$ cat config.mk
export PLATFORM = sky130hd
export DESIGN_NAME = adc_channel_setup_sequencer
export DESIGN_NICKNAME = d
export VERILOG_FILES = /design/src/adc_seq_pkg.sv /design/src/next_channel_finder.sv /design/src/adc_channel_setup_sequencer.sv
export SDC_FILE = /design/constraint.sdc
export NUM_CORES = 2
export LEC_CHECK = 0
export BUFFER_PORTS_ARGS = -buffer_cell sky130_fd_sc_hd__buf_2
export CORE_MARGIN = 2
export CORE_UTILIZATION = 55
export CTS_CLUSTER_SIZE = 40
export DETAILED_ROUTE_END_ITERATION = 8
export PLACE_DENSITY = 0.74
export SYNTH_ARGS = -nofsm -noshare
export SYNTH_HDL_FRONTEND = slang
export SYNTH_HIERARCHICAL = 1
export SYNTH_SLANG_ARGS = --single-unit
export TNS_END_PERCENT = 5
$ cat constraint.sdc
create_clock -name clk -period 6 [get_ports clk]
set_clock_uncertainty 0.05 [all_clocks]
set_input_delay 0.9 -clock clk [delete_from_list [all_inputs] [get_ports clk]]
set_output_delay 0.9 -clock clk [all_outputs]
set_load 0.02 [all_outputs]
$ cat src/adc_seq_pkg.sv
// Register map, field layout and reset values of the channel setup sequencer
package adc_seq_pkg;
    localparam int          NUM_CHANNELS   = 16;
    localparam int          NUM_SETUPS     = 8;
    localparam int          ADDR_W         = 6;
    localparam int          DATA_W         = 24;
    // Register addresses (word index on the register strobe port)
    localparam logic [5:0]  ADDR_CONTROL   = 6'h01;
    localparam logic [5:0]  ADDR_MCLK_TALLY = 6'h08;
    localparam logic [5:0]  ADDR_CHAN_BASE = 6'h09;
    localparam logic [5:0]  ADDR_CFG_BASE  = 6'h19;
    localparam logic [5:0]  ADDR_FILT_BASE = 6'h21;
    localparam logic [5:0]  ADDR_OFFS_BASE = 6'h29;
    localparam logic [5:0]  ADDR_GAIN_BASE = 6'h31;
    // Reset values
    localparam logic [15:0] CONTROL_RST    = 16'h0000;
    localparam logic [15:0] CHAN0_RST      = 16'h8001;
    localparam logic [15:0] CHAN_RST       = 16'h0001;
    localparam logic [15:0] CFG_RST        = 16'h0860;
    localparam logic [23:0] FILT_RST       = 24'h060180;
    localparam logic [23:0] OFFS_RST       = 24'h800000;
    localparam logic [7:0]  MCLK_TALLY_RST = 8'h00;
    // Writable masks; unused bits read as zero
    localparam logic [15:0] CONTROL_MASK   = 16'h1fff;
    localparam logic [15:0] CHAN_MASK      = 16'hf3ff;
    localparam logic [15:0] CFG_MASK       = 16'h0fff;
    localparam logic [23:0] FILT_MASK      = 24'hfff7ff;
    // Channel word fields
    localparam int          CH_EN_BIT      = 15;
    localparam int          CH_SETUP_LSB   = 12;
    localparam int          CH_POS_LSB     = 5;
    localparam int          CH_NEG_LSB     = 0;
    // Configuration word fields
    localparam int          CFG_GAIN_LSB   = 0;
    localparam int          CFG_BUFN_BIT   = 5;
    localparam int          CFG_BUFP_BIT   = 6;
    // Gain codes bounding the amplifier stage use
    localparam logic [2:0]  GAIN_CODE_ONE  = 3'h0;
    localparam logic [2:0]  GAIN_CODE_EIGHT = 3'h3;
endpackage : adc_seq_pkg

$ cat src/next_channel_finder.sv
// Finds the next enabled channel above the current one, wrapping around
`timescale 1ns/100ps
module next_channel_finder
    import adc_seq_pkg::*;
#(
    parameter int N = NUM_CHANNELS
) (
    input  wire logic [N-1:0]         chanEnable,
    input  wire logic [$clog2(N)-1:0] current,
    output logic      [$clog2(N)-1:0] nextChan,
    output logic                      anyEnabled
);
    localparam int IW = $clog2(N);

    // Search from current+N down to current+1 so the nearest ascending one wins
    always_comb begin
        logic [IW-1:0] cand;
        cand       = current;
        nextChan   = current;
        anyEnabled = |chanEnable;
        for (int step = N; step >= 1; step--) begin
            cand = IW'(int'(current) + step);
            if (chanEnable[cand]) begin
                nextChan = cand;
            end
        end
    end
endmodule : next_channel_finder

$ cat src/adc_channel_setup_sequencer.sv
// Channel select, setup assignment and sequencing for a multiplexed converter
// Function
// - Only channel words with enable bit set join the conversion sequence.
// - Enabled channels are visited in ascending index order, wrapping forever.
// - Eight setups of configuration, filter, gain and offset; channels pick one.
// - Each channel word holds five-bit positive and negative input selectors.
// - Any input pin may be positive or negative, any pairing allowed.
// - Finished calibration writes its coefficient into the active channel's setup.
// - Gain field chooses one of eight power-of-two gains, one to 128.
// - Gain one bypasses both stages, two to eight first only, above both.
// - Any gain above one forces both input buffers on.
// - At gain one each input buffer follows its own enable bit.
// - Master clock tally counts clock pulses with clkEn high for oscillator checking.
// - Offset coefficients reset to 0x800000, replaced by host write or calibration.
`timescale 1ns/100ps
module adc_channel_setup_sequencer
    import adc_seq_pkg::*;
#(
    parameter logic [23:0] GAIN_RST = 24'h500000   // Arbitrary factory trim stand-in
) (
    input  wire logic        clk,
    input  wire logic        rst_n,
    input  wire logic        clkEn,
    input  wire logic        regWrEn,
    input  wire logic        regRdEn,
    input  wire logic [5:0]  regAddr,
    input  wire logic [23:0] regWrData,
    input  wire logic        convDone,
    input  wire logic        calDone,
    input  wire logic        calIsGain,
    input  wire logic [23:0] calCoeff,
    output logic      [23:0] regRdData,
    output logic             regRdValid,
    output logic      [3:0]  activeChannel,
    output logic      [2:0]  activeSetup,
    output logic      [4:0]  positive_input_selector,
    output logic      [4:0]  negative_input_selector,
    output logic      [2:0]  amplifier_gain_select,
    output logic             stageOneOn,
    output logic             stageTwoOn,
    output logic             positive_input_buffer_on,
    output logic             negative_input_buffer_on,
    output logic      [23:0] activeOffset,
    output logic      [23:0] activeGain,
    output logic             sequenceActive
);
    localparam int NC = NUM_CHANNELS;
    localparam int NS = NUM_SETUPS;

    // Register storage, all flip-flops
    logic [15:0] control_r, control_nxt;
    logic [7:0]  mclkTally_r, mclkTally_nxt;
    logic [15:0] chan_r   [NC];
    logic [15:0] chan_nxt [NC];
    logic [15:0] cfg_r    [NS];
    logic [15:0] cfg_nxt  [NS];
    logic [23:0] filt_r   [NS];
    logic [23:0] filt_nxt [NS];
    logic [23:0] offs_r   [NS];
    logic [23:0] offs_nxt [NS];
    logic [23:0] gain_r   [NS];
    logic [23:0] gain_nxt [NS];
    logic [23:0] rdData_r, rdData_nxt;
    logic        rdValid_r, rdValid_nxt;

    // Sequencer and derived output state
    logic [3:0]  cur_r, cur_nxt;
    logic [NC-1:0] chanEnable;
    logic [3:0]  nextChan;
    logic        anyEnabled;
    logic [2:0]  curSetup;
    logic [15:0] curCfg;
    logic [2:0]  curGainCode;
    logic [3:0]  actCh_r;
    logic [2:0]  actSetup_r;
    logic [4:0]  posSel_r, negSel_r;
    logic [2:0]  gainSel_r;
    logic        st1_r, st2_r, bufP_r, bufN_r, seqAct_r;
    logic [23:0] actOffs_r, actGain_r;
    logic [3:0]  actCh_nxt;
    logic [2:0]  actSetup_nxt, gainSel_nxt;
    logic [4:0]  posSel_nxt, negSel_nxt;
    logic        st1_nxt, st2_nxt, bufP_nxt, bufN_nxt, seqAct_nxt;
    logic [23:0] actOffs_nxt, actGain_nxt;

    // Enable bits gathered per channel
    for (genvar c = 0; c < NC; c++) begin : g_en
        assign chanEnable[c] = chan_r[c][CH_EN_BIT];
    end

    next_channel_finder #(.N(NC)) u_finder (
        .chanEnable (chanEnable),
        .current    (cur_r),
        .nextChan   (nextChan),
        .anyEnabled (anyEnabled)
    );

    assign curSetup    = chan_r[cur_r][CH_SETUP_LSB +: 3];
    assign curCfg      = cfg_r[curSetup];
    assign curGainCode = curCfg[CFG_GAIN_LSB +: 3];

    // Register writes, calibration updates and the master clock tally
    always_comb begin
        logic [5:0] rel;
        rel           = '0;
        control_nxt   = control_r;
        mclkTally_nxt = mclkTally_r + 8'h01;
        chan_nxt      = chan_r;
        cfg_nxt       = cfg_r;
        filt_nxt      = filt_r;
        offs_nxt      = offs_r;
        gain_nxt      = gain_r;
        if (regWrEn) begin
            if (regAddr == ADDR_CONTROL) begin
                control_nxt = regWrData[15:0] & CONTROL_MASK;
            end else if (regAddr >= ADDR_CHAN_BASE && regAddr < ADDR_CFG_BASE) begin
                rel = regAddr - ADDR_CHAN_BASE;
                chan_nxt[rel[3:0]] = regWrData[15:0] & CHAN_MASK;
            end else if (regAddr >= ADDR_CFG_BASE && regAddr < ADDR_FILT_BASE) begin
                rel = regAddr - ADDR_CFG_BASE;
                cfg_nxt[rel[2:0]] = regWrData[15:0] & CFG_MASK;
            end else if (regAddr >= ADDR_FILT_BASE && regAddr < ADDR_OFFS_BASE) begin
                rel = regAddr - ADDR_FILT_BASE;
                filt_nxt[rel[2:0]] = regWrData & FILT_MASK;
            end else if (regAddr >= ADDR_OFFS_BASE && regAddr < ADDR_GAIN_BASE) begin
                rel = regAddr - ADDR_OFFS_BASE;
                offs_nxt[rel[2:0]] = regWrData;
            end else if (regAddr >= ADDR_GAIN_BASE && regAddr < ADDR_GAIN_BASE + 6'h08) begin
                rel = regAddr - ADDR_GAIN_BASE;
                gain_nxt[rel[2:0]] = regWrData;
            end
        end
        // Calibration result lands after the host write so it wins a collision
        if (calDone) begin
            if (calIsGain) begin
                gain_nxt[curSetup] = calCoeff;
            end else begin
                offs_nxt[curSetup] = calCoeff;
            end
        end
    end

    // Register read port, one cycle latency, unmapped reads give zero
    always_comb begin
        logic [5:0] rel;
        rel         = '0;
        rdValid_nxt = regRdEn;
        rdData_nxt  = rdData_r;
        if (regRdEn) begin
            rdData_nxt = '0;
            if (regAddr == ADDR_CONTROL) begin
                rdData_nxt = {8'h00, control_r};
            end else if (regAddr == ADDR_MCLK_TALLY) begin
                rdData_nxt = {16'h0000, mclkTally_r};
            end else if (regAddr >= ADDR_CHAN_BASE && regAddr < ADDR_CFG_BASE) begin
                rel = regAddr - ADDR_CHAN_BASE;
                rdData_nxt = {8'h00, chan_r[rel[3:0]]};
            end else if (regAddr >= ADDR_CFG_BASE && regAddr < ADDR_FILT_BASE) begin
                rel = regAddr - ADDR_CFG_BASE;
                rdData_nxt = {8'h00, cfg_r[rel[2:0]]};
            end else if (regAddr >= ADDR_FILT_BASE && regAddr < ADDR_OFFS_BASE) begin
                rel = regAddr - ADDR_FILT_BASE;
                rdData_nxt = filt_r[rel[2:0]];
            end else if (regAddr >= ADDR_OFFS_BASE && regAddr < ADDR_GAIN_BASE) begin
                rel = regAddr - ADDR_OFFS_BASE;
                rdData_nxt = offs_r[rel[2:0]];
            end else if (regAddr >= ADDR_GAIN_BASE && regAddr < ADDR_GAIN_BASE + 6'h08) begin
                rel = regAddr - ADDR_GAIN_BASE;
                rdData_nxt = gain_r[rel[2:0]];
            end
        end
    end

    // Sequencer: step on each finished conversion; leave a channel that was disabled at once
    always_comb begin
        cur_nxt = cur_r;
        if (anyEnabled && (convDone || !chanEnable[cur_r])) begin
            cur_nxt = nextChan;
        end
    end

    always_ff @(posedge clk or negedge rst_n) begin
        if (!rst_n) begin
            control_r   <= CONTROL_RST;
            mclkTally_r <= MCLK_TALLY_RST;
            rdData_r    <= '0;
            rdValid_r   <= 1'b0;
            cur_r       <= '0;
            for (int c = 0; c < NC; c++) begin
                chan_r[c] <= (c == 0) ? CHAN0_RST : CHAN_RST;
            end
            for (int s = 0; s < NS; s++) begin
                cfg_r[s]  <= CFG_RST;
                filt_r[s] <= FILT_RST;
                offs_r[s] <= OFFS_RST;
                gain_r[s] <= GAIN_RST;
            end
        end else if (clkEn) begin
            control_r   <= control_nxt;
            mclkTally_r <= mclkTally_nxt;
            rdData_r    <= rdData_nxt;
            rdValid_r   <= rdValid_nxt;
            cur_r       <= cur_nxt;
            chan_r      <= chan_nxt;
            cfg_r       <= cfg_nxt;
            filt_r      <= filt_nxt;
            offs_r      <= offs_nxt;
            gain_r      <= gain_nxt;
        end
    end

    // Input front-end steering values, taken from the channel now selected
    always_comb begin
        actCh_nxt    = cur_r;
        actSetup_nxt = curSetup;
        posSel_nxt   = chan_r[cur_r][CH_POS_LSB +: 5];
        negSel_nxt   = chan_r[cur_r][CH_NEG_LSB +: 5];
        gainSel_nxt  = curGainCode;
        st1_nxt      = curGainCode != GAIN_CODE_ONE;
        st2_nxt      = curGainCode > GAIN_CODE_EIGHT;
        // Gain above one needs the buffers ahead of the amplifier
        bufP_nxt     = (curGainCode != GAIN_CODE_ONE) || curCfg[CFG_BUFP_BIT];
        bufN_nxt     = (curGainCode != GAIN_CODE_ONE) || curCfg[CFG_BUFN_BIT];
        actOffs_nxt  = offs_r[curSetup];
        actGain_nxt  = gain_r[curSetup];
        seqAct_nxt   = chanEnable[cur_r];
    end

    // Steering registered so the mux and amplifier see clean levels
    always_ff @(posedge clk or negedge rst_n) begin
        if (!rst_n) begin
            actCh_r    <= '0;
            actSetup_r <= '0;
            posSel_r   <= '0;
            negSel_r   <= '0;
            gainSel_r  <= '0;
            st1_r      <= 1'b0;
            st2_r      <= 1'b0;
            bufP_r     <= 1'b0;
            bufN_r     <= 1'b0;
            actOffs_r  <= '0;
            actGain_r  <= '0;
            seqAct_r   <= 1'b0;
        end else if (clkEn) begin
            actCh_r    <= actCh_nxt;
            actSetup_r <= actSetup_nxt;
            posSel_r   <= posSel_nxt;
            negSel_r   <= negSel_nxt;
            gainSel_r  <= gainSel_nxt;
            st1_r      <= st1_nxt;
            st2_r      <= st2_nxt;
            bufP_r     <= bufP_nxt;
            bufN_r     <= bufN_nxt;
            actOffs_r  <= actOffs_nxt;
            actGain_r  <= actGain_nxt;
            seqAct_r   <= seqAct_nxt;
        end
    end

    assign regRdData                = rdData_r;
    assign regRdValid               = rdValid_r;
    assign activeChannel            = actCh_r;
    assign activeSetup              = actSetup_r;
    assign positive_input_selector  = posSel_r;
    assign negative_input_selector  = negSel_r;
    assign amplifier_gain_select    = gainSel_r;
    assign stageOneOn               = st1_r;
    assign stageTwoOn               = st2_r;
    assign positive_input_buffer_on = bufP_r;
    assign negative_input_buffer_on = bufN_r;
    assign activeOffset             = actOffs_r;
    assign activeGain               = actGain_r;
    assign sequenceActive           = seqAct_r;
endmodule : adc_channel_setup_sequencer

==> reports/qor.csv <==
stage;metric;value;unit
critical_path;crit_path_end_kind;register;
pwr;leakagePower;0.0265;uW
yosys;synth_area;55600;um^2
finish;finalNetCount;4738;
yosys;syn_inst;4790;
critical_path;slowest_stage;mux4_4;
global_route;grt_usage;37.9;%
finish;seqCellArea;25400;um^2
cts;htreeDepth;3;
pwr;power-per-cell-area;440;nW/um^2
global_route;grt_pass1_wl;294000;um
critical_path;arrival;5270;ps
sta;finalSetupTns;0;ps
routing;wirelength_met1;72900;um
critical_path;timing.critical_path.mode_cell;buf_4;
finish;stdcell_area;61100;um^2
place;port_buffers;159;
cts;cts.clk_slew.worst_paths;70;ps
yosys;async_flop_share;100;%
sta;rsz0062_at_grt;false;
sta;period_share;78.3;%
critical_path;slowest_delay;890;ps
critical_path;worst-r2r-cell-count;10;
routing;drc;0;
yosys;yosysWarnings;6;
yosys;synth_edf_count;0;
yosys;synth_fp_nets;4864;
critical_path;crit_family;multiplexers;
routing;via_count;45597;
sta;min_period;4700;ps
floorplanning;fp.coreArea;100000;um^2
cts;cts_setup_buffers;0;
place;dp_hpwl;121000;um
floorplanning;die_x;322;um
finish;drive_gt1_share;32.5;%
cts;root_buffer;clkbuf_16;
cts;cts_buffers;105;
pwr;irDropWorstVdd;0.000428;V
routing;detail-route-antenna-nets;0;
critical_path;crit_type;register to register;
routing;met2WireLength;83700;um
routing;wl_per_cell;32.7;um
routing;drt_iter0_drc;7454;
cts;max-clock-path-buffers;3;
finish;nFillCells;7879;
finish;final_cells;6056;
sta;worst_slack;1300;ps
sta;worst_slew_pin_slew;1310;ps
finish;area_growth;9.89;%
critical_path;cp_max_fo;30;
critical_path;crit_required;6580;ps
cts;clock-sinks;1011;
yosys;synth_seq_cells;1011;
floorplanning;start_util;55.6;%
place;pre_cts_slack;1180;ps
sta;finalHoldViolations;0;
cts;cts_hold_buffers;0;
routing;via_per_inst;7.53;
sta;setup_viol;0;
place;routabilityCongestion;0.974;
routing;top_layer_used;met5;
critical_path;reg2reg_slack;1300;ps
cts;cts_resized;0;
cts;clkLatencyLatePin;730;ps
finish;layout.cells.most_common;dfrtp_1;
finish;layout_common_cells;910 x dfrtp_1, 625 x mux2_2, 398 x a22o_1, 347 x nor2_1, 303 x a21oi_1;
sta;drv_slew;0;
yosys;avgSynthCellArea;11.6;um^2
job;maxCapViolations;0;
yosys;ys.flop_type;dfrtp_1;
global_route;grt-ovfl-total;0;
finish;multiInputGateArea;28100;um^2
place;dpl_cell_area;57400;um^2
global_route;grt_max_degree;208;
yosys;ys_seq_area_share;45.7;%
min_path;hp-class;input pin to asynchronous set/reset pin;
floorplanning;die_h;322;um
cts;cts_tree;done;
floorplanning;rows;116;
floorplanning;die-area;104000;um^2
critical_path;crit_chain;mux4_2 > mux4_4 > buf_4 > nand2_1 > nor3_4 > buf_4 > nor4_4 > buf_4 > a22o_1 > a22o_1;
routing;drt_wl_total;198000;um
sta;slew_headroom;12.5;%
sta;fmax;0.213;GHz
critical_path;worst-path-buf-inv;3;
critical_path;start_kind;register;
yosys;ys_types;86;
place;dp.cells;5855;
floorplanning;pin_count;160;
critical_path;cp_num_cells;10;
global_route;antenna_found_initial;16;
routing;dr_wl_met3;27300;um
global_route;grt_pass1_vias;44694;
run_status;status;finished, final reports clean;
routing;drtPass1Iterations;9;
==> final timing paths <==
path | start | end
hold reg to reg | activeSetup[0] | activeSetup[0]
min in group clk | activeSetup[0] | activeSetup[0]
setup / recovery | actCh_nxt[2] | offs_r[102]
hold / removal | rst_n | gain_r[136]
max in group asynchronous | rst_n | actCh_nxt[0]
setup reg to reg | actCh_nxt[2] | offs_r[102]
==> kinds of logic after synthesis <==
family | share of synthesized area [%]
AO/OA/AOI/OAI | 18.0
XOR/XNOR | 0.423
adder cells (fa/ha/maj) | 0.270
buffers and inverters | 4.25
flip-flops | 45.7
multiplexers | 25.2
AND/OR/NAND/NOR | 6.14
==> final cells by class <==
type                            count  share of cell area [%]
Antenna cell                        5                  0.0205
Clock buffer                      149                    5.00
Timing Repair Buffer              322                    3.62
Inverter                           16                  0.0982
Clock inverter                     47                    1.05
Tap cell                         1298                    2.66
Sequential cell                  1011                    41.6
Multi-Input combinational cell   3208                    46.0
==> synth_stat cells, drive strengths merged (15+ instances only) <==
library cell,instances,area share [%]
o22ai,237,2.7
buf,177,1.6
clkbuf,378,2.6
dfstp,97,4.6
a31oi,23,0.26
xnor2,18,0.30
a221o,27,0.49
nor3,42,0.49
mux2i,145,2.6
o221ai,28,0.44
a211oi,40,0.58
a21oi,305,2.8
a22oi,32,0.43
nand2b,16,0.18
a22o,398,6.3
and3,17,0.19
nand2,221,1.5
nand4,23,0.26
a221oi,60,0.98
nand3,32,0.33
dfrtp,914,41
o2bb2ai,15,0.24
o21ai,88,0.79
mux2,641,13
nor2,352,2.4
mux4,237,9.6
nor2b,16,0.18
==> worst reg2reg max path, cell delays in order, from the launching register on <==
cell and delay, ps:
dfrtp_2 880, mux4_2 660, mux4_4 890, buf_4 440, nand2_1 320, nor3_4 50, buf_4 330, nor4_4 200
buf_4 470, a22o_1 220, a22o_1 130
==> where the power goes <==
part / switching [uW] / leakage, uW / internal (uW) / total (uW)
registers: 1460 / 0.0130 / 8430 / 9880
logic: 5860 / 0.0117 / 4100 / 9960
clock network: 2920 / 0.00181 / 4110 / 7030
==> sequential cells by signal, summed over array words and instances (netlist names), 5 cells and up <==
| register | count |
|---|---|
| regRdData | 24 |
| negative_input_selector | 5 |
| offs_r | 192 |
| gain_r | 192 |
| activeOffset | 24 |
| mclkTally_r | 8 |
| activeGain | 24 |
| cfg_r | 96 |
| chan_r | 208 |
| chanEnable | 16 |
| positive_input_selector | 5 |
| filt_r | 184 |
| control_r | 13 |
==> routing by layer <==
layer	GRT usage, %	vias up
li1	-	18126
met1	50.5	22950
met2	53.7	3587
met3	12.3	917
met4	23.1	17
met5	0.851	-
==> stage by stage <==
step | utilization [%] | total power [uW] | hold slack (ps)
6_report | 61.1 | 26900 | 80.9
5_1_grt | 61.0 | 27800 | 152
4_1_cts | 61.0 | 26500 | 122
3_5_place_dp | 57.4 | 19500 | 412
3_3_place_gp | 57.3 | 19300 | 408
2_1_floorplan | - | 16200 | 393
No activity file was read; power rests on OpenSTA's default activity.
